$ cat config.mk
export PLATFORM = sky130hd
export DESIGN_NAME = config_select_and_reset_control
export DESIGN_NICKNAME = d
export VERILOG_FILES = /design/src/rtl/cfg_reset_pkg.sv /design/src/rtl/reset_sync.sv /design/src/rtl/tmr_word.sv /design/src/rtl/config_select_and_reset_control.sv
export SDC_FILE = /design/constraint.sdc
export NUM_CORES = 1
export LEC_CHECK = 0
export ABC_AREA = 1
export BUFFER_PORTS_ARGS = -buffer_cell sky130_fd_sc_hd__clkbuf_2
export CAP_MARGIN = 0
export CORE_UTILIZATION = 50
export DETAILED_ROUTE_END_ITERATION = 10
export PLACE_DENSITY = 0.71
export SLEW_MARGIN = 0
export SYNTH_ARGS = -nofsm -noshare
export SYNTH_HDL_FRONTEND = slang
export SYNTH_SLANG_ARGS = --single-unit
$ cat constraint.sdc
create_clock -name clk_i -period 13.3 [get_ports clk_i]
set_clock_uncertainty 0.2 [all_clocks]
set_input_delay 2.66 -clock clk_i [delete_from_list [all_inputs] [get_ports clk_i]]
set_output_delay 2.66 -clock clk_i [all_outputs]
set_load 0.01 [all_outputs]
$ cat src/rtl/cfg_reset_pkg.sv
// Constants for configuration select and reset control
package cfg_reset_pkg;

   // ****************************************************************
   // Clock and activity detector timing
   // ****************************************************************
   localparam int CLK_FREQ_MHZ     = 40;
   localparam int EDGE_RATE_MHZ    = 10;
   localparam int ASSERT_TIME_NS   = 2000;
   localparam int RELEASE_TIME_NS  = 500;
   localparam int ASSERT_CYCLES    = ASSERT_TIME_NS * CLK_FREQ_MHZ / 1000;
   localparam int RELEASE_CYCLES   = RELEASE_TIME_NS * CLK_FREQ_MHZ / 1000;
   localparam int ASSERT_EDGES     = ASSERT_TIME_NS * EDGE_RATE_MHZ / 1000;
   localparam int RELEASE_EDGES    = RELEASE_TIME_NS * EDGE_RATE_MHZ / 1000;
   localparam int CNT_WIDTH        = 8;
   localparam int SYNC_STAGES      = 3;
   localparam int IDLE_LIMIT       = 2 * ASSERT_CYCLES + 2;

   // ****************************************************************
   // Global configuration map
   // ****************************************************************
   localparam int CFG_WIDTH        = 16;
   localparam int ADDR_WIDTH       = 3;
   localparam int NUM_GLOBAL       = 4;
   localparam logic [ADDR_WIDTH-1:0] CONFIG_KEY_FIRST_ADDR  = 3'h4;
   localparam logic [ADDR_WIDTH-1:0] CONFIG_KEY_SECOND_ADDR = 3'h5;
   localparam logic [CFG_WIDTH-1:0] KEY_FIRST_VALUE  = 16'hAC75;
   localparam logic [CFG_WIDTH-1:0] KEY_SECOND_VALUE = 16'h538A;
   localparam logic [2*CFG_WIDTH-1:0] KEY_COMPARE_VALUE =
      {KEY_SECOND_VALUE, KEY_FIRST_VALUE};
   localparam logic [CFG_WIDTH-1:0] KEY_RESET_VALUE = 16'h0000;
   // Hard-wired defaults, register 0 in the low word
   localparam logic [NUM_GLOBAL*CFG_WIDTH-1:0] GLOBAL_DEFAULTS =
      {16'h0040, 16'h01F4, 16'h0123, 16'h0010};

   // ****************************************************************
   // Pixel configuration and digital blocks
   // ****************************************************************
   localparam int PIX_NUM          = 8;
   localparam int PIX_AWIDTH       = 3;
   localparam int PIX_WIDTH        = 8;
   localparam logic [PIX_WIDTH-1:0] PIX_DEFAULT = 8'h00;
   localparam int NUM_BLOCKS       = 4;

   typedef enum logic [1:0] {
      GPO_POR,
      GPO_ACTIVITY,
      GPO_SELECT,
      GPO_ACCESS
   } gpo_sel_type;

endpackage : cfg_reset_pkg

$ cat src/rtl/reset_sync.sv
// Multi-stage level synchroniser for the activity reset
`timescale 1ns/1ps
module reset_sync
   import cfg_reset_pkg::*;
(
   input  wire logic clk_i,
   input  wire logic nrst_i,
   input  wire logic d_i,
   output logic      q_o
);

   logic [SYNC_STAGES-1:0] stage_reg;

   // low level means reset
   // Only the next stage ever reads stage 0
   always_ff @(posedge clk_i or negedge nrst_i)
   begin
      if (!nrst_i)
         stage_reg <= '0;
      else
         stage_reg <= {stage_reg[SYNC_STAGES-2:0], d_i};
   end

   assign q_o = stage_reg[SYNC_STAGES-1];

endmodule : reset_sync

$ cat src/rtl/tmr_word.sv
// Triple redundant word with synchronous reset and majority vote
`timescale 1ns/1ps
module tmr_word
   import cfg_reset_pkg::*;
#(
   parameter logic [CFG_WIDTH-1:0] RESET_VAL = '0
)
(
   input  wire logic                 clk_i,
   input  wire logic                 rst_n_i,
   input  wire logic                 we_i,
   input  wire logic [CFG_WIDTH-1:0] d_i,
   output logic      [CFG_WIDTH-1:0] q_o
);

   logic [CFG_WIDTH-1:0] copy_reg [3];
   logic [CFG_WIDTH-1:0] voted;

   assign voted = (copy_reg[0] & copy_reg[1]) |
                  (copy_reg[0] & copy_reg[2]) |
                  (copy_reg[1] & copy_reg[2]);

   // synchronous reset only
   // Copies rewrite from the vote, so a single upset heals in a cycle
   always_ff @(posedge clk_i)
   begin
      for (int k = 0; k < 3; k++)
      begin
         if (!rst_n_i)
            copy_reg[k] <= RESET_VAL;
         else if (we_i)
            copy_reg[k] <= d_i;
         else
            copy_reg[k] <= voted;
      end
   end

   assign q_o = voted;

endmodule : tmr_word

$ cat src/rtl/config_select_and_reset_control.sv
// Configuration source selection and chip reset distribution
`timescale 1ns/1ps

// Operation
// Start from hard-wired defaults, program same values
// Per-register mux, hard-wired selected after start
// Programmed registers resync to defaults when unselected
// Pixel programmed storage has no reset
// Key compare and activity reset drive selection
// Key is AC75 then 538A
// One flipped key bit still matches
// Key registers clear to zero on clock
// Global registers are triple redundant
// Host writes key first, then registers
// Selector glitch never corrupts stored values; code resets global programmed words while unselected
// All resets active low
// Digital block resets are synchronous only
// Power-on reset only observed, resets nothing
// Activity reset resets PLL, forces defaults
// Global pulse triggers each block reset
// Configuration access has its own reset
// Reset below 10 MHz edge rate
// Host idles line below 10 MHz to reset
// About 2 us to assert, 0.5 us release
// Activity reset returns PLL to acquisition
// Host sends lock pattern for 1 ms
// Activity reset synchronised before block resets
module config_select_and_reset_control
   import cfg_reset_pkg::*;
(
   input  wire logic                           clk_i,
   input  wire logic                           nrst_i,
   input  wire logic                           cmd_i,
   input  wire logic                           por_n_i,
   input  wire logic                           cfg_wr_i,
   input  wire logic [ADDR_WIDTH-1:0]          cfg_addr_i,
   input  wire logic [CFG_WIDTH-1:0]           cfg_wdata_i,
   input  wire logic                           pix_wr_i,
   input  wire logic [PIX_AWIDTH-1:0]          pix_addr_i,
   input  wire logic [PIX_WIDTH-1:0]           pix_wdata_i,
   input  wire logic                           gp_pulse_i,
   input  wire logic [NUM_BLOCKS-1:0]          gp_block_sel_i,
   input  wire logic                           gp_access_sel_i,
   input  wire logic [1:0]                     gpo_sel_i,
   output logic                                pll_reset_n_o,
   output logic                                cfg_select_prog_o,
   output logic [NUM_GLOBAL*CFG_WIDTH-1:0]     global_cfg_o,
   output logic [PIX_NUM*PIX_WIDTH-1:0]        pix_cfg_o,
   output logic [NUM_BLOCKS-1:0]               blk_rst_n_o,
   output logic                                config_access_reset_n_o,
   output logic                                gpo_o
);

   // ****************************************************************
   // Command activity detector
   // ****************************************************************
   logic                 cmd_q_reg;
   logic                 act_rst_n_reg;
   logic [CNT_WIDTH-1:0] win_cnt_reg;
   logic [CNT_WIDTH-1:0] edge_cnt_reg;
   logic                 rise;
   logic                 win_end;
   logic [CNT_WIDTH-1:0] win_len;

   assign rise = cmd_i & ~cmd_q_reg;
   // Long window while running, short window while held in reset
   assign win_len = act_rst_n_reg ? CNT_WIDTH'(ASSERT_CYCLES - 1)
                                  : CNT_WIDTH'(RELEASE_CYCLES - 1);
   assign win_end = (win_cnt_reg >= win_len);

   always_ff @(posedge clk_i or negedge nrst_i)
   begin
      if (!nrst_i)
         cmd_q_reg <= 1'b0;
      else
         cmd_q_reg <= cmd_i;
   end

   always_ff @(posedge clk_i or negedge nrst_i)
   begin
      if (!nrst_i)
      begin
         win_cnt_reg  <= '0;
         edge_cnt_reg <= '0;
      end
      else if (win_end)
      begin
         win_cnt_reg  <= '0;
         edge_cnt_reg <= '0;
      end
      else
      begin
         win_cnt_reg  <= win_cnt_reg + CNT_WIDTH'(1);
         edge_cnt_reg <= edge_cnt_reg + CNT_WIDTH'(rise);
      end
   end

   // rate threshold decision
   always_ff @(posedge clk_i or negedge nrst_i)
   begin
      if (!nrst_i)
         act_rst_n_reg <= 1'b0;
      else if (win_end && act_rst_n_reg &&
               (edge_cnt_reg < CNT_WIDTH'(ASSERT_EDGES)))
         act_rst_n_reg <= 1'b0;
      else if (win_end && !act_rst_n_reg &&
               (edge_cnt_reg >= CNT_WIDTH'(RELEASE_EDGES)))
         act_rst_n_reg <= 1'b1;
   end

   // PLL back to acquisition
   always_ff @(posedge clk_i or negedge nrst_i)
   begin
      if (!nrst_i)
         pll_reset_n_o <= 1'b0;
      else
         pll_reset_n_o <= act_rst_n_reg;
   end

   // ****************************************************************
   // Synchronous reset generation
   // ****************************************************************
   logic sync_rst_n;
   logic acc_rst_n_reg;

   // synchronised activity reset
   reset_sync u_reset_sync (
      .clk_i  (clk_i),
      .nrst_i (nrst_i),
      .d_i    (act_rst_n_reg),
      .q_o    (sync_rst_n)
   );

   // pulse or synchronised reset per block
   generate
      for (genvar b = 0; b < NUM_BLOCKS; b++)
      begin : g_blk
         always_ff @(posedge clk_i or negedge nrst_i)
         begin
            if (!nrst_i)
               blk_rst_n_o[b] <= 1'b0;
            else
               blk_rst_n_o[b] <= sync_rst_n &
                                 ~(gp_pulse_i & gp_block_sel_i[b]);
         end
      end
   endgenerate

   // separate configuration access reset
   always_ff @(posedge clk_i or negedge nrst_i)
   begin
      if (!nrst_i)
         acc_rst_n_reg <= 1'b0;
      else
         acc_rst_n_reg <= sync_rst_n & ~(gp_pulse_i & gp_access_sel_i);
   end

   assign config_access_reset_n_o = acc_rst_n_reg;

   // ****************************************************************
   // Key registers and comparator
   // ****************************************************************
   logic [CFG_WIDTH-1:0]   config_key_first;
   logic [CFG_WIDTH-1:0]   config_key_second;
   logic [2*CFG_WIDTH-1:0] key_diff;
   logic                   key_ok;
   logic                   sel_prog_reg;
   logic                   wr_ok;

   assign wr_ok = cfg_wr_i & acc_rst_n_reg;

   // key cleared by the access reset
   // triple redundant key storage
   tmr_word #(.RESET_VAL(KEY_RESET_VALUE)) u_key_first (
      .clk_i   (clk_i),
      .rst_n_i (acc_rst_n_reg),
      .we_i    (wr_ok && cfg_addr_i == CONFIG_KEY_FIRST_ADDR),
      .d_i     (cfg_wdata_i),
      .q_o     (config_key_first)
   );

   tmr_word #(.RESET_VAL(KEY_RESET_VALUE)) u_key_second (
      .clk_i   (clk_i),
      .rst_n_i (acc_rst_n_reg),
      .we_i    (wr_ok && cfg_addr_i == CONFIG_KEY_SECOND_ADDR),
      .d_i     (cfg_wdata_i),
      .q_o     (config_key_second)
   );

   // fixed key compare
   assign key_diff = {config_key_second, config_key_first} ^
                     KEY_COMPARE_VALUE;
   // zero or one differing bit
   assign key_ok = ((key_diff & (key_diff - 32'h00000001)) == '0);

   // activity reset forces defaults
   logic rst_any_n;
   assign rst_any_n = nrst_i & act_rst_n_reg;

   // selection register
   always_ff @(posedge clk_i or negedge rst_any_n)
   begin
      if (!rst_any_n)
         sel_prog_reg <= 1'b0;
      else
         sel_prog_reg <= key_ok;
   end

   assign cfg_select_prog_o = sel_prog_reg;

   // ****************************************************************
   // Global configuration registers and multiplexers
   // ****************************************************************
   logic [NUM_GLOBAL*CFG_WIDTH-1:0] global_prog;

   // programmed writes only after switchover
   generate
      for (genvar g = 0; g < NUM_GLOBAL; g++)
      begin : g_glob
         // resync to default when unselected
         tmr_word #(.RESET_VAL(GLOBAL_DEFAULTS[g*CFG_WIDTH +: CFG_WIDTH]))
            u_word (
            .clk_i   (clk_i),
            .rst_n_i (acc_rst_n_reg & sel_prog_reg),
            .we_i    (wr_ok && cfg_addr_i == ADDR_WIDTH'(g)),
            .d_i     (cfg_wdata_i),
            .q_o     (global_prog[g*CFG_WIDTH +: CFG_WIDTH])
         );
      end
   endgenerate

   // defaults present as soon as reset is applied
   // two-input source multiplexer
   always_ff @(posedge clk_i or negedge rst_any_n)
   begin
      if (!rst_any_n)
         global_cfg_o <= GLOBAL_DEFAULTS;
      else
         global_cfg_o <= sel_prog_reg ? global_prog : GLOBAL_DEFAULTS;
   end

   // ****************************************************************
   // Pixel configuration
   // ****************************************************************
   // no reset on the pixel storage
   logic [PIX_WIDTH-1:0] pix_mem [PIX_NUM];

   always_ff @(posedge clk_i)
   begin
      if (pix_wr_i && acc_rst_n_reg)
         pix_mem[pix_addr_i] <= pix_wdata_i;
   end

   // a selection change only steers the mux
   generate
      for (genvar p = 0; p < PIX_NUM; p++)
      begin : g_pix
         always_ff @(posedge clk_i or negedge rst_any_n)
         begin
            if (!rst_any_n)
               pix_cfg_o[p*PIX_WIDTH +: PIX_WIDTH] <= PIX_DEFAULT;
            else
               pix_cfg_o[p*PIX_WIDTH +: PIX_WIDTH] <=
                  sel_prog_reg ? pix_mem[p] : PIX_DEFAULT;
         end
      end
   endgenerate

   // ****************************************************************
   // General purpose observation output
   // ****************************************************************
   // power-on reset only observed
   always_ff @(posedge clk_i or negedge nrst_i)
   begin
      if (!nrst_i)
         gpo_o <= 1'b0;
      else
      begin
         case (gpo_sel_type'(gpo_sel_i))
            GPO_POR:      gpo_o <= por_n_i;
            GPO_ACTIVITY: gpo_o <= act_rst_n_reg;
            GPO_SELECT:   gpo_o <= sel_prog_reg;
            GPO_ACCESS:   gpo_o <= acc_rst_n_reg;
            default:      gpo_o <= 1'b0;
         endcase
      end
   end

   // ****************************************************************
   // Assertions
   // ****************************************************************
   logic [CNT_WIDTH-1:0] idle_cnt_reg;

   always_ff @(posedge clk_i or negedge nrst_i)
   begin
      if (!nrst_i)
         idle_cnt_reg <= '0;
      else if (rise)
         idle_cnt_reg <= '0;
      else if (idle_cnt_reg != '1)
         idle_cnt_reg <= idle_cnt_reg + CNT_WIDTH'(1);
   end

   property p_idle_asserts;
      @(posedge clk_i) disable iff (!nrst_i)
      (idle_cnt_reg >= CNT_WIDTH'(IDLE_LIMIT)) |-> !act_rst_n_reg;
   endproperty
   a_idle_asserts: assert property (p_idle_asserts)
      else $error("activity reset not asserted after idle line");

   property p_pll_follows;
      @(posedge clk_i) disable iff (!nrst_i)
      $fell(act_rst_n_reg) |-> ##[0:1] !pll_reset_n_o;
   endproperty
   a_pll_follows: assert property (p_pll_follows)
      else $error("PLL reset did not follow activity reset");

   property p_sel_needs_key;
      @(posedge clk_i) disable iff (!nrst_i)
      sel_prog_reg |-> $past(key_ok) && act_rst_n_reg;
   endproperty
   a_sel_needs_key: assert property (p_sel_needs_key)
      else $error("programmed source selected without key");

   property p_one_bit_key;
      @(posedge clk_i) disable iff (!nrst_i)
      ($countones(key_diff) <= 1 && act_rst_n_reg) ##1 act_rst_n_reg
      |-> sel_prog_reg;
   endproperty
   a_one_bit_key: assert property (p_one_bit_key)
      else $error("key within one bit not accepted");

   property p_default_resync;
      @(posedge clk_i) disable iff (!nrst_i)
      !sel_prog_reg |=> global_prog == GLOBAL_DEFAULTS;
   endproperty
   a_default_resync: assert property (p_default_resync)
      else $error("programmed values not reset to defaults");

   property p_key_cleared;
      @(posedge clk_i) disable iff (!nrst_i)
      !acc_rst_n_reg |=> {config_key_second, config_key_first} == '0;
   endproperty
   a_key_cleared: assert property (p_key_cleared)
      else $error("key registers not cleared");

   property p_sync_reset;
      @(posedge clk_i) disable iff (!nrst_i)
      (!act_rst_n_reg) [*5] |-> blk_rst_n_o == '0 && !acc_rst_n_reg;
   endproperty
   a_sync_reset: assert property (p_sync_reset)
      else $error("block resets missed synchronised reset");

   property p_pulse_block0;
      @(posedge clk_i) disable iff (!nrst_i)
      gp_pulse_i && gp_block_sel_i[0] |=> !blk_rst_n_o[0];
   endproperty
   a_pulse_block0: assert property (p_pulse_block0)
      else $error("global pulse did not reset block");

   property p_access_own;
      @(posedge clk_i) disable iff (!nrst_i)
      gp_pulse_i && gp_access_sel_i && !gp_block_sel_i[0] && sync_rst_n
      |=> !acc_rst_n_reg && blk_rst_n_o[0];
   endproperty
   a_access_own: assert property (p_access_own)
      else $error("access reset not independent");

endmodule : config_select_and_reset_control

Word level (Yosys, flattened, before mapping). Memories as Yosys holds them, arrays and structs flattened. Cells that the tools add are included.

Add/subtract/negate cells: 3. Order comparisons: 3. Eq/ne operators: 8. Multiplexer cells: 91. Bitwise gates (word level): 88. Reductions and logical operators: 16.

Operators with widths (number): two-way mux 16 bit (36); bitwise AND 16 bit (18); bitwise OR 16 bit (12); two-way mux 8 bit (10); two-way mux 64 bit (1); two-way mux 1 bit (42); bitwise OR 1 bit (36); bitwise AND 32 bit (1); logical NOT 32 bit (1); subtractor 32 x 1 -> 32 bit, second input constant (1); NOT 16 bit (1); bitwise AND 1 bit (14); logical AND 1 bit (11); adder 8 x 1 -> 8 bit (1); adder 8 x 1 -> 8 bit, second input constant (1); greater-or-equal comparator 8 x 3 -> 1 bit, second input constant (1); greater-or-equal comparator 8 x 7 -> 1 bit (1); less-than comparator 8 x 5 -> 1 bit, second input constant (1); two-way mux 7 bit (1); equality test 3 x 2 -> 1 bit, second input constant (2); equality test 3 bit, second input constant (2); NOT 1 bit (6); equality test 2 bit, second input constant (2); one-hot mux 1 bit (4 select lines) (1); other kinds (6) (6).

Register bits: 157. RAM bits: 352. Memories: 7.

Memories: pix_mem (depth 8, width 8, read ports 8, clocked after memory_dff 0, write ports 1, line config_select_and_reset_control.sv:246) `logic [PIX_WIDTH-1:0] pix_mem [PIX_NUM];`; g_glob[0].u_word.copy_reg (depth 3, width 16, read ports 3, clocked after memory_dff 0, write ports 3, line tmr_word.sv:16) `logic [CFG_WIDTH-1:0] copy_reg [3];`; g_glob[1].u_word.copy_reg (depth 3, width 16, read ports 3, clocked after memory_dff 0, write ports 3, line tmr_word.sv:16); g_glob[2].u_word.copy_reg (depth 3, width 16, read ports 3, clocked after memory_dff 0, write ports 3, line tmr_word.sv:16); g_glob[3].u_word.copy_reg (depth 3, width 16, read ports 3, clocked after memory_dff 0, write ports 3, line tmr_word.sv:16); u_key_first.copy_reg (depth 3, width 16, read ports 3, clocked after memory_dff 0, write ports 3, line tmr_word.sv:16); 1 more memories.

Longest topological paths before layout. Gate-level depths: netlist of the first run. An unclocked memory read counts as a cell.

Depth after elaboration: 8. Gate-level depth with buffers: 12. Depth with buffers taken out: 12.

Cells and area by module. Synthesis of the first run repeated with hierarchy kept, for this count alone.

Cell total of the unflattened synthesis: 1383. Area total of the unflattened synthesis: 13719.4 um2.

Modules (own cells, without submodules): config_select_and_reset_control (times used 1, cells each 848, area an instance 8385.5 um2, seq. area each 5790.6 um2); tmr_word (u_key_first ...) (times used 2, cells each 88, area an instance 900.9 um2, seq. area each 480.5 um2); tmr_word (g_glob[0].u_word ...) (times used 2, cells each 89, area an instance 827.0 um2, seq. area each 480.5 um2); tmr_word (g_glob[2].u_word) (times used 1, cells each 89, area an instance 909.6 um2, seq. area each 480.5 um2); tmr_word (g_glob[1].u_word) (times used 1, cells each 89, area an instance 893.4 um2, seq. area each 480.5 um2); reset_sync (times used 1, cells each 3, area an instance 75.1 um2, seq. area each 75.1 um2).

Worst setup path after synthesis of the first run. OpenSTA, ideal clock, no wires.

Path type: in2reg. Start point: input cmd_i. End point: register edge_cnt_reg[6]. Library setup time: 120 ps. Arrival: 3580 ps. Data required time: 12980 ps. Slack: 9400 ps. Cell stages on the path: 11. Cell sequence: inv_1 nor2_1 ha_1 ha_1 nand2_1 inv_1 nand2_1 nor2_1 nand2_1 xor2_1 nor2_1.

Longest elaborated chain between the ends: 3.

Ends and longest elaborated chain: start, declared (line config_select_and_reset_control.sv:33) `input wire logic cmd_i,`; bitwise AND 1 bit (line config_select_and_reset_control.sv:65) `assign rise = cmd_i & ~cmd_q_reg;`; adder 8 x 1 -> 8 bit (line config_select_and_reset_control.sv:94) `edge_cnt_reg <= edge_cnt_reg + CNT_WIDTH'(rise);`; two-way mux 8 bit (line config_select_and_reset_control.sv:86) `else if (win_end)`; end signal, assigned (line config_select_and_reset_control.sv:94); end, declared (line config_select_and_reset_control.sv:60) `logic [CNT_WIDTH-1:0] edge_cnt_reg;`.

No other way between the ends. A chain may end at the register's enable or synchronous reset.

==> results summary, run 1 <==
The run finished with clean final reports. The horizontal die dimension came out at 160 um. The weighted congestion at the end of routability-driven global placement came out at 0.903. The count of flip-flops with a built-in enable after synthesis came out at 160. The number of standard cells in the final layout excluding fillers is around 1.8k. The proportion of register bits with asynchronous set or reset after synthesis is 49.4%.

The area of the core is 24,400 um^2. The number of clock sinks is 316. The final worst-path setup slack came out at 8880 ps. Setup repair after global routing left no endpoint under its margin. The count of pins over their slew limit is 0. The net total in the final layout came out at 1,487.

The peak clock frequency supported by timing is 226 MHz. The most common cell after layout, fill and taps aside is sky130_fd_sc_hd__nand2_1. The most used flip-flop cell after synthesis is sky130_fd_sc_hd__edfxtp_1. The effective utilization at floorplan is around 51%. The worst hold path was traced through 0 stages.

The setup check on the worst reg-to-reg path leaves a slack of 10,370 ps. The first-pass iteration count of the detailed router came out at 5. The final-layout setup total negative slack came out at 0 ps. The endpoint identified for the worst register-to-register timing path is g_glob[3].u_word.copy_reg[0][6]. The via count of the first global-routing pass came out at 8,145. The overflow left after global routing is 0. The number of resized instances in the post-cts repair step is 0. The worst pin sits at a relative slew slack of between 30% and 40%. The number of instances in the synthesized netlist came out at about 1.2k. The share of cells above drive strength 1 is approximately a fifth. After clock tree synthesis, the clock-pin slew on the worst setup and hold paths is around 60 ps.

The mapped netlist covers between 10,000 and 15,000 um^2. The portion of the post-synthesis area used by sequential elements is between 60% and 70%. The number of warning messages in the yosys log is 0. The path with the worst hold slack has its endpoint at u_reset_sync.stage_reg[2]. The setup slack after placement came out at 8160 ps. After clock tree synthesis, the setup repair step added 0 buffers. The power per cell area came out at 148 nW/um^2. The insertion delay to the later sink of the worst-skew pair is 560 ps. The wire length of the first global-routing pass is 43,200 um. The aggregate routed wire length is about 28,000 um. The number of port buffers came out at 179. The start point of the worst hold path is u_reset_sync.stage_reg[1].

In this run the number of H-tree levels came out at 1. Leaving out fill and tap cells, the most frequent cells in the layout are 290 x sky130_fd_sc_hd__nand2_1, 200 x sky130_fd_sc_hd__inv_1, 179 x sky130_fd_sc_hd__clkbuf_2, 160 x sky130_fd_sc_hd__edfxtp_1, 143 x sky130_fd_sc_hd__dfrtp_1. The clock tree from TritonCTS is yes. The post-synthesis average cell area came out at 10.6 um^2. The number of rows in the core area came out at 57. The critical path is of the in2async type.

The iteration-0 DRC count of the detailed router came out at 507. The smallest clock period supported by the final layout is computed as 4420 ps. Of all nets on the critical path, the largest fanout is 79. Clock tree synthesis selected as its root buffer the cell sky130_fd_sc_hd__clkbuf_16. Summed over all cells, the static leakage comes to 7.70 nW. The total of max-cap violations came out at 0. The full die area is 25,600 um^2.

STA classifies the critical path startpoint as an input port. The distinct cell type count after synthesis is 38. Relative to the synthesized area, the layout overhead comes to 20.1%. In this run, placement finished with an instance count of 1,727. The final cycle utilization of the critical path is between 30% and 40%. The vias after detailed routing came out at 8,499. The worst register-to-register path begins at cfg_select_prog_o. The total I/O pin count is 180.

The post-detailed-route via-to-cell ratio is 4.76. The half-perimeter wire length after detailed placement came out at roughly 19,000 um. The number of cells on the worst reg-to-reg path is 5.

The worst hold path belongs to the class reg2reg. The flop and latch count out of synthesis came out at 316. The antenna diode count came out at 0. The clock buffer count from CTS came out at 31. Entering global routing, the biggest net connects 93 pins. The number of endpoints with negative hold slack in the final report is 0. The data arrival time of the critical path is 4850 ps. The all-layer global routing usage is 21.8%. The initial antenna violation count came out at 0. The worst vdd rail ir drop came out at 83.2 uV. The slew at the pin with the worst max-slew slack came out at 992 ps.

The floorplan step set the die height to 160 um. In the routed design, unresolved DRC markers number 0. The number of setup violations in the final report came out at 0. STA classifies the critical path endpoint as an asynchronous set/reset pin. Hold repair after CTS inserted 0 buffers. In this run the deepest clock path goes through 3 buffers. The data required time at the worst endpoint is roughly 14,000 ps. The routed wirelength normalized by instance count is 15.5 um. The count of nets left with antenna violations after detail routing is 0.
-- cells in the mapped netlist, types with 3 or more instances --
cell / n / area share (%)
sky130_fd_sc_hd__inv_2: 6 / 0.18
sky130_fd_sc_hd__nand2_1: 290 / 8.7
sky130_fd_sc_hd__buf_2: 9 / 0.36
sky130_fd_sc_hd__edfxtp_1: 160 / 39
sky130_fd_sc_hd__o21ai_2: 8 / 0.56
sky130_fd_sc_hd__nor3b_1: 4 / 0.24
sky130_fd_sc_hd__buf_6: 3 / 0.27
sky130_fd_sc_hd__dfrtp_1: 144 / 29
sky130_fd_sc_hd__buf_1: 4 / 0.12
sky130_fd_sc_hd__nand3_1: 51 / 2.0
sky130_fd_sc_hd__nor3_1: 5 / 0.20
sky130_fd_sc_hd__clkbuf_1: 29 / 0.87
sky130_fd_sc_hd__ha_1: 7 / 0.70
sky130_fd_sc_hd__o21ai_1: 5 / 0.20
sky130_fd_sc_hd__a21oi_1: 16 / 0.64
sky130_fd_sc_hd__dfstp_2: 12 / 2.5
sky130_fd_sc_hd__o22ai_1: 33 / 1.7
sky130_fd_sc_hd__xor2_1: 3 / 0.21
sky130_fd_sc_hd__clkinv_1: 4 / 0.12
sky130_fd_sc_hd__inv_1: 201 / 6.1
sky130_fd_sc_hd__nand2_2: 6 / 0.30
sky130_fd_sc_hd__nor2_1: 94 / 2.8
sky130_fd_sc_hd__o21ai_0: 52 / 2.1
sky130_fd_sc_hd__nor2_2: 10 / 0.50
sky130_fd_sc_hd__nor2_4: 3 / 0.27
-- critical path, stage by stage --
cell and delay, ps:
sky130_fd_sc_hd__clkbuf_2 520, sky130_fd_sc_hd__nand2_1 190, sky130_fd_sc_hd__inv_4 730, sky130_fd_sc_hd__buf_4 640
-- worst max-delay path by stage --
| stage | slack [ps] | depth (start not counted) | end | start |
|---|---|---|---|---|
| finish | 8880 | 4 | pix_cfg_o[57] | nrst_i |
| global route | 8480 | 4 | pix_cfg_o[16] | nrst_i |
| CTS | 8750 | 4 | pix_cfg_o[2] | nrst_i |
| detailed placement | 8160 | 4 | pix_cfg_o[2] | nrst_i |
| global placement | 8220 | 4 | pix_cfg_o[2] | nrst_i |
| floorplan | 6950 | 2 | cfg_select_prog_o | nrst_i |
-- where the power goes --
group	switching (mW)	internal [mW]	leakage, nW
clock	0.360	0.519	0.513
combinational	0.160	0.0604	3.58
sequential	0.0329	1.08	3.61
total	0.552	1.66	7.70
-- layout make-up --
class | count | area [um^2]
multi-input combinational | 693 | 3090
sequential | 316 | 8730
timing repair buffer | 182 | 918
clock inverter | 19 | 209
inverter | 212 | 801
fill | 2012 | 9420
clock buffer | 39 | 826
tap | 324 | 405
-- logic make-up (layout without fill, tap and decap cells) --
| kind of cell | after synthesis | in the layout | synth area share, % |
|---|---|---|---|
| AND/OR/NAND/NOR | 471 | 471 | 15.7 |
| flip-flops | 316 | 316 | 70.0 |
| buffers and inverters | 258 | 452 | 8.09 |
| AO/OA/AOI/OAI | 116 | 116 | 5.28 |
| adder cells (fa/ha/maj) | 7 | 7 | 0.703 |
| XOR/XNOR | 3 | 3 | 0.211 |
| other | 1 | 96 | 0.0301 |
-- layer usage --
layer | track usage, % | part of all wire, % | vias up
li1 | - | - | 4130
met3 | 3.01 | 5.5 | 44
met5 | 0 | 0 | -
met1 | 29.5 | 43 | 4061
met4 | 6.36 | 2.2 | 0
met2 | 37.1 | 49 | 264
-- stage by stage --
| stage | power (mW) | instance area (um^2) | util (%) | hold slack (ps) |
|---|---|---|---|---|
| 5_1_grt | 2.30 | 15000 | 61.4 | 159 |
| 3_5_place_dp | 1.36 | 13900 | 57.2 | 149 |
| 2_1_floorplan | 1.28 | 12800 | - | 131 |
| 6_report | 2.21 | 15000 | 61.4 | 153 |
| 4_1_cts | 2.23 | 15000 | 61.4 | 155 |
| 3_3_place_gp | 1.35 | 13900 | 57.2 | 137 |
Note: power is estimated with default switching activity, not from simulation.
==> run 2: changes to the inputs <==
--- a/config.mk
+++ b/config.mk
@@ -5,7 +5,7 @@
 export SDC_FILE = /design/constraint.sdc
 export NUM_CORES = 1
 export LEC_CHECK = 0
-export ABC_AREA = 1
+export ABC_AREA = 0
 export BUFFER_PORTS_ARGS = -buffer_cell sky130_fd_sc_hd__clkbuf_2
 export CAP_MARGIN = 0
 export CORE_UTILIZATION = 50
==> constraint.sdc (replaced) <==
create_clock -name clk_i -period 4.3 [get_ports clk_i]
set_clock_uncertainty 0.2 [all_clocks]
set_input_delay 0.86 -clock clk_i [delete_from_list [all_inputs] [get_ports clk_i]]
set_output_delay 0.86 -clock clk_i [all_outputs]
set_load 0.01 [all_outputs]
==> results summary, run 2 <==
Clock latency on the worst-skew pair, taken at its later pin, is around 560 ps. The clock tree buffer depth is 3. The post-detailed-route via-to-cell ratio is 4.96. The largest fanout on the critical path came out at 28. The full die area came out at 24,800 um^2. Summed over all instances, the cell type with the most area after synthesis is sky130_fd_sc_hd__edfxtp_1. The root buffer cell chosen for the clock tree is sky130_fd_sc_hd__clkbuf_16. The final cycle utilization of the critical path came out at just under 70%.

The number of endpoints with negative hold slack in the final report came out at 0. The level count of the clock H-tree is 1. The power per cell area is 459 nW/um^2. Clock-pin slew was measured on the worst setup and hold paths at approximately 60 ps. The buffer count from post-CTS setup fixing came out at 0. The reported leakage power came out at 6.58 nW.

STA classifies the critical path startpoint as a flip-flop. The run finished with clean final reports. Detailed routing inserted a total of 7,825 vias. The area of the core is 23,500 um^2. The count of pins over their slew limit came out at 0. The aggregate routed wire length came out at 26,200 um. For this run, the total global-route usage over all layers was measured as 21.3%. The portion of the post-synthesis area used by sequential elements came out at 72.3%. The number of buffers inserted for hold repair after clock tree synthesis is 0. The max-slew headroom at the worst pin came out at 21.9%. The clock buffer count from CTS is 31. The proportion of register bits with asynchronous set or reset after synthesis came out at 49.4%. The iteration-0 DRC count of the detailed router came out at roughly 600. STA classifies the critical path endpoint as an output port. Leaving out fill and tap cells, the most frequent cell in the layout is sky130_fd_sc_hd__nand2_1. The first-pass iteration count of the detailed router is 6. Prior to clock tree synthesis, the placed netlist has a worst setup slack of around 1600 ps.

The initial utilization of the core area, before any placement, comes to between 50 and 60%. Setup repair after global routing left no endpoint under its margin. At the worst endpoint, the required time is 3240 ps. Synthesis inferred around 320 register bits.

The synthesized netlist contains 57 unique library cells. The layout filler cell count is 1,877. After detailed routing, the number of remaining DRC violations is 0. TritonCTS built the clock tree. Yosys attributes the largest share of cell area to sky130_fd_sc_hd__edfxtp_1 40%, sky130_fd_sc_hd__dfrtp_1 30%, sky130_fd_sc_hd__nand2_1 6.4%.

The area fraction of the dominant cell type after synthesis is 39.8%. The peak clock frequency supported by timing is 336 MHz. The via count of the first global-routing pass is 7,271. The footprint of the multi-input gates is 3470 um^2.

In this run the count of I/O pins placed on the die edge is 180. In the synthesized netlist the dominant register cell turns out to be sky130_fd_sc_hd__edfxtp_1. The clock period minus worst slack is 2980 ps. The weighted congestion at the end of routability-driven global placement came out at 0.882. The repair_antennas step left the layout with diodes totalling 0. From synthesis to final layout, the design area changed by 21.8%. In the final layout, flip-flops and latches occupy a little under 9000 um^2. Yosys instantiated no cell more often than sky130_fd_sc_hd__nand2_1. In the layout the commonest cells are 206 x sky130_fd_sc_hd__nand2_1, 179 x sky130_fd_sc_hd__clkbuf_2, 160 x sky130_fd_sc_hd__edfxtp_1, 143 x sky130_fd_sc_hd__dfrtp_1, 119 x sky130_fd_sc_hd__and2_1.

The final worst-path setup slack is around 1300 ps. The commonest cells after synthesis are 206 x sky130_fd_sc_hd__nand2_1, 160 x sky130_fd_sc_hd__edfxtp_1, 144 x sky130_fd_sc_hd__dfrtp_1. In this run the remaining antenna-violating nets after routing total 0.

After clock tree synthesis, the repair step resized 0 gates. The number of port buffers came out at 179. Data on the critical path arrives at its endpoint at 1920 ps.

After global routing the overflow that remains totals 0. The half-perimeter wire length after detailed placement came out at 17,500 um. The total of max-cap violations is 0. The number of setup violations in the final report came out at 0. Cells with a size suffix above 1 make up 21.0% of the layout. The net total in the final layout is 1,285.

The routed wirelength normalized by instance count is ~17 um. The post-synthesis average cell area came out at 12.5 um^2. The first global-routing pass estimated 39,800 um of wire. The number of rows in the core area is 56.

The total standard cell area after synthesis came out at about 12,000 um^2. The slew at the pin with the worst max-slew slack is 1160 ps. The path type of the worst min-delay path is in2async.

The number of clock sinks is ~320. From left edge to right edge, the die measures around 160 um. The y dimension of the die came out at about 160 um. The number of instances in the synthesized netlist came out at 965. For this run, the number of Yosys warnings is 0. The final-layout setup total negative slack came out at 0 ps. The largest net degree at the start of global routing is 99.

The worst vdd rail ir drop is 289 uV. The count of flip-flops with a built-in enable after synthesis is 160. The initial antenna violation count was 0. The critical path in this run is classified as reg2out.
run 2: cell count changes in the layout (fill, tap and decap cells not counted), sizes merged, moves of 17 or more:
cell	change
a21oi	+42
nand2b	+17
and2	+120
o21ai	-41
o22ai	-32
nor2	-75
nand2	-91
inv	-193
run 2: final cells by class:
cell class              instances  area share [%]
clock inverters                17            1.14
repair buffers                190            6.74
well taps                     319            2.72
inverters                      13           0.332
multi-input cells             682            23.6
clock buffers                  41            6.10
flip-flops and latches        316            59.4
run 2: logic make-up (layout without fill, tap and decap cells):
kind of cell / count (synthesis) / after routing / share of synthesized area [%]
AOI/OAI and AO/OA: 104 / 104 / 4.91
xor gates and xnor gates: 11 / 11 / 0.799
adders and majority gates: 9 / 9 / 0.902
buffers and inverters: 62 / 261 / 1.96
DFF: 316 / 316 / 72.3
muxes: 1 / 1 / 0.187
other: 1 / 96 / 0.0311
and+or+nand+nor: 461 / 461 / 18.9
run 2: routing by layer:
metal  part of all wire (%)  vias to the layer above  GRT usage, %
met4                    1.7                        0          5.41
met2                     49                      295          35.8
li1                       -                     3708             -
met3                    7.2                       42          3.58
met5                      0                        -             0
met1                     43                     3780          28.8
run 2: worst paths after layout:
kind                                             from                         to  slack [ps]  cells after the start
min reg2reg                 u_reset_sync.stage_reg[1]  u_reset_sync.stage_reg[2]         150                      0
max                           config_access_reset_n_o    config_access_reset_n_o        1320                      2
min in group clk_i          u_reset_sync.stage_reg[1]  u_reset_sync.stage_reg[2]         150                      0
max reg2reg                u_key_first.copy_reg[1][1]          cfg_select_prog_o        1570                      7
max in group asynchronous                      nrst_i           global_cfg_o[36]        2430                      4
min                                            nrst_i                      gpo_o          90                      2
run 2: worst max-delay path, cell delays in order (launching register included):
cell,delay (ps)
sky130_fd_sc_hd__dfrtp_1,730
sky130_fd_sc_hd__buf_4,420
sky130_fd_sc_hd__clkbuf_2,200
run 2: report_power, final:
group	internal [mW]	switching, mW	total (mW)
sequential	3.31	0.107	3.42
clock	1.65	1.13	2.78
combinational	0.170	0.374	0.544
run 2: through the flow:
stage | util [%] | instance area [um^2] | power, mW | hold WS, ps | std cells
floorplan | - | 12400 | 3.81 | 131 | 1060
global placement | 57.9 | 13600 | 4.01 | 139 | 1520
detailed placement | 57.9 | 13600 | 4.03 | 143 | 1520
CTS | 62.4 | 14700 | 6.79 | 85.3 | 1578
global route | 62.4 | 14700 | 6.99 | 95.8 | 1578
finish | 62.4 | 14700 | 6.74 | 86.3 | 1578
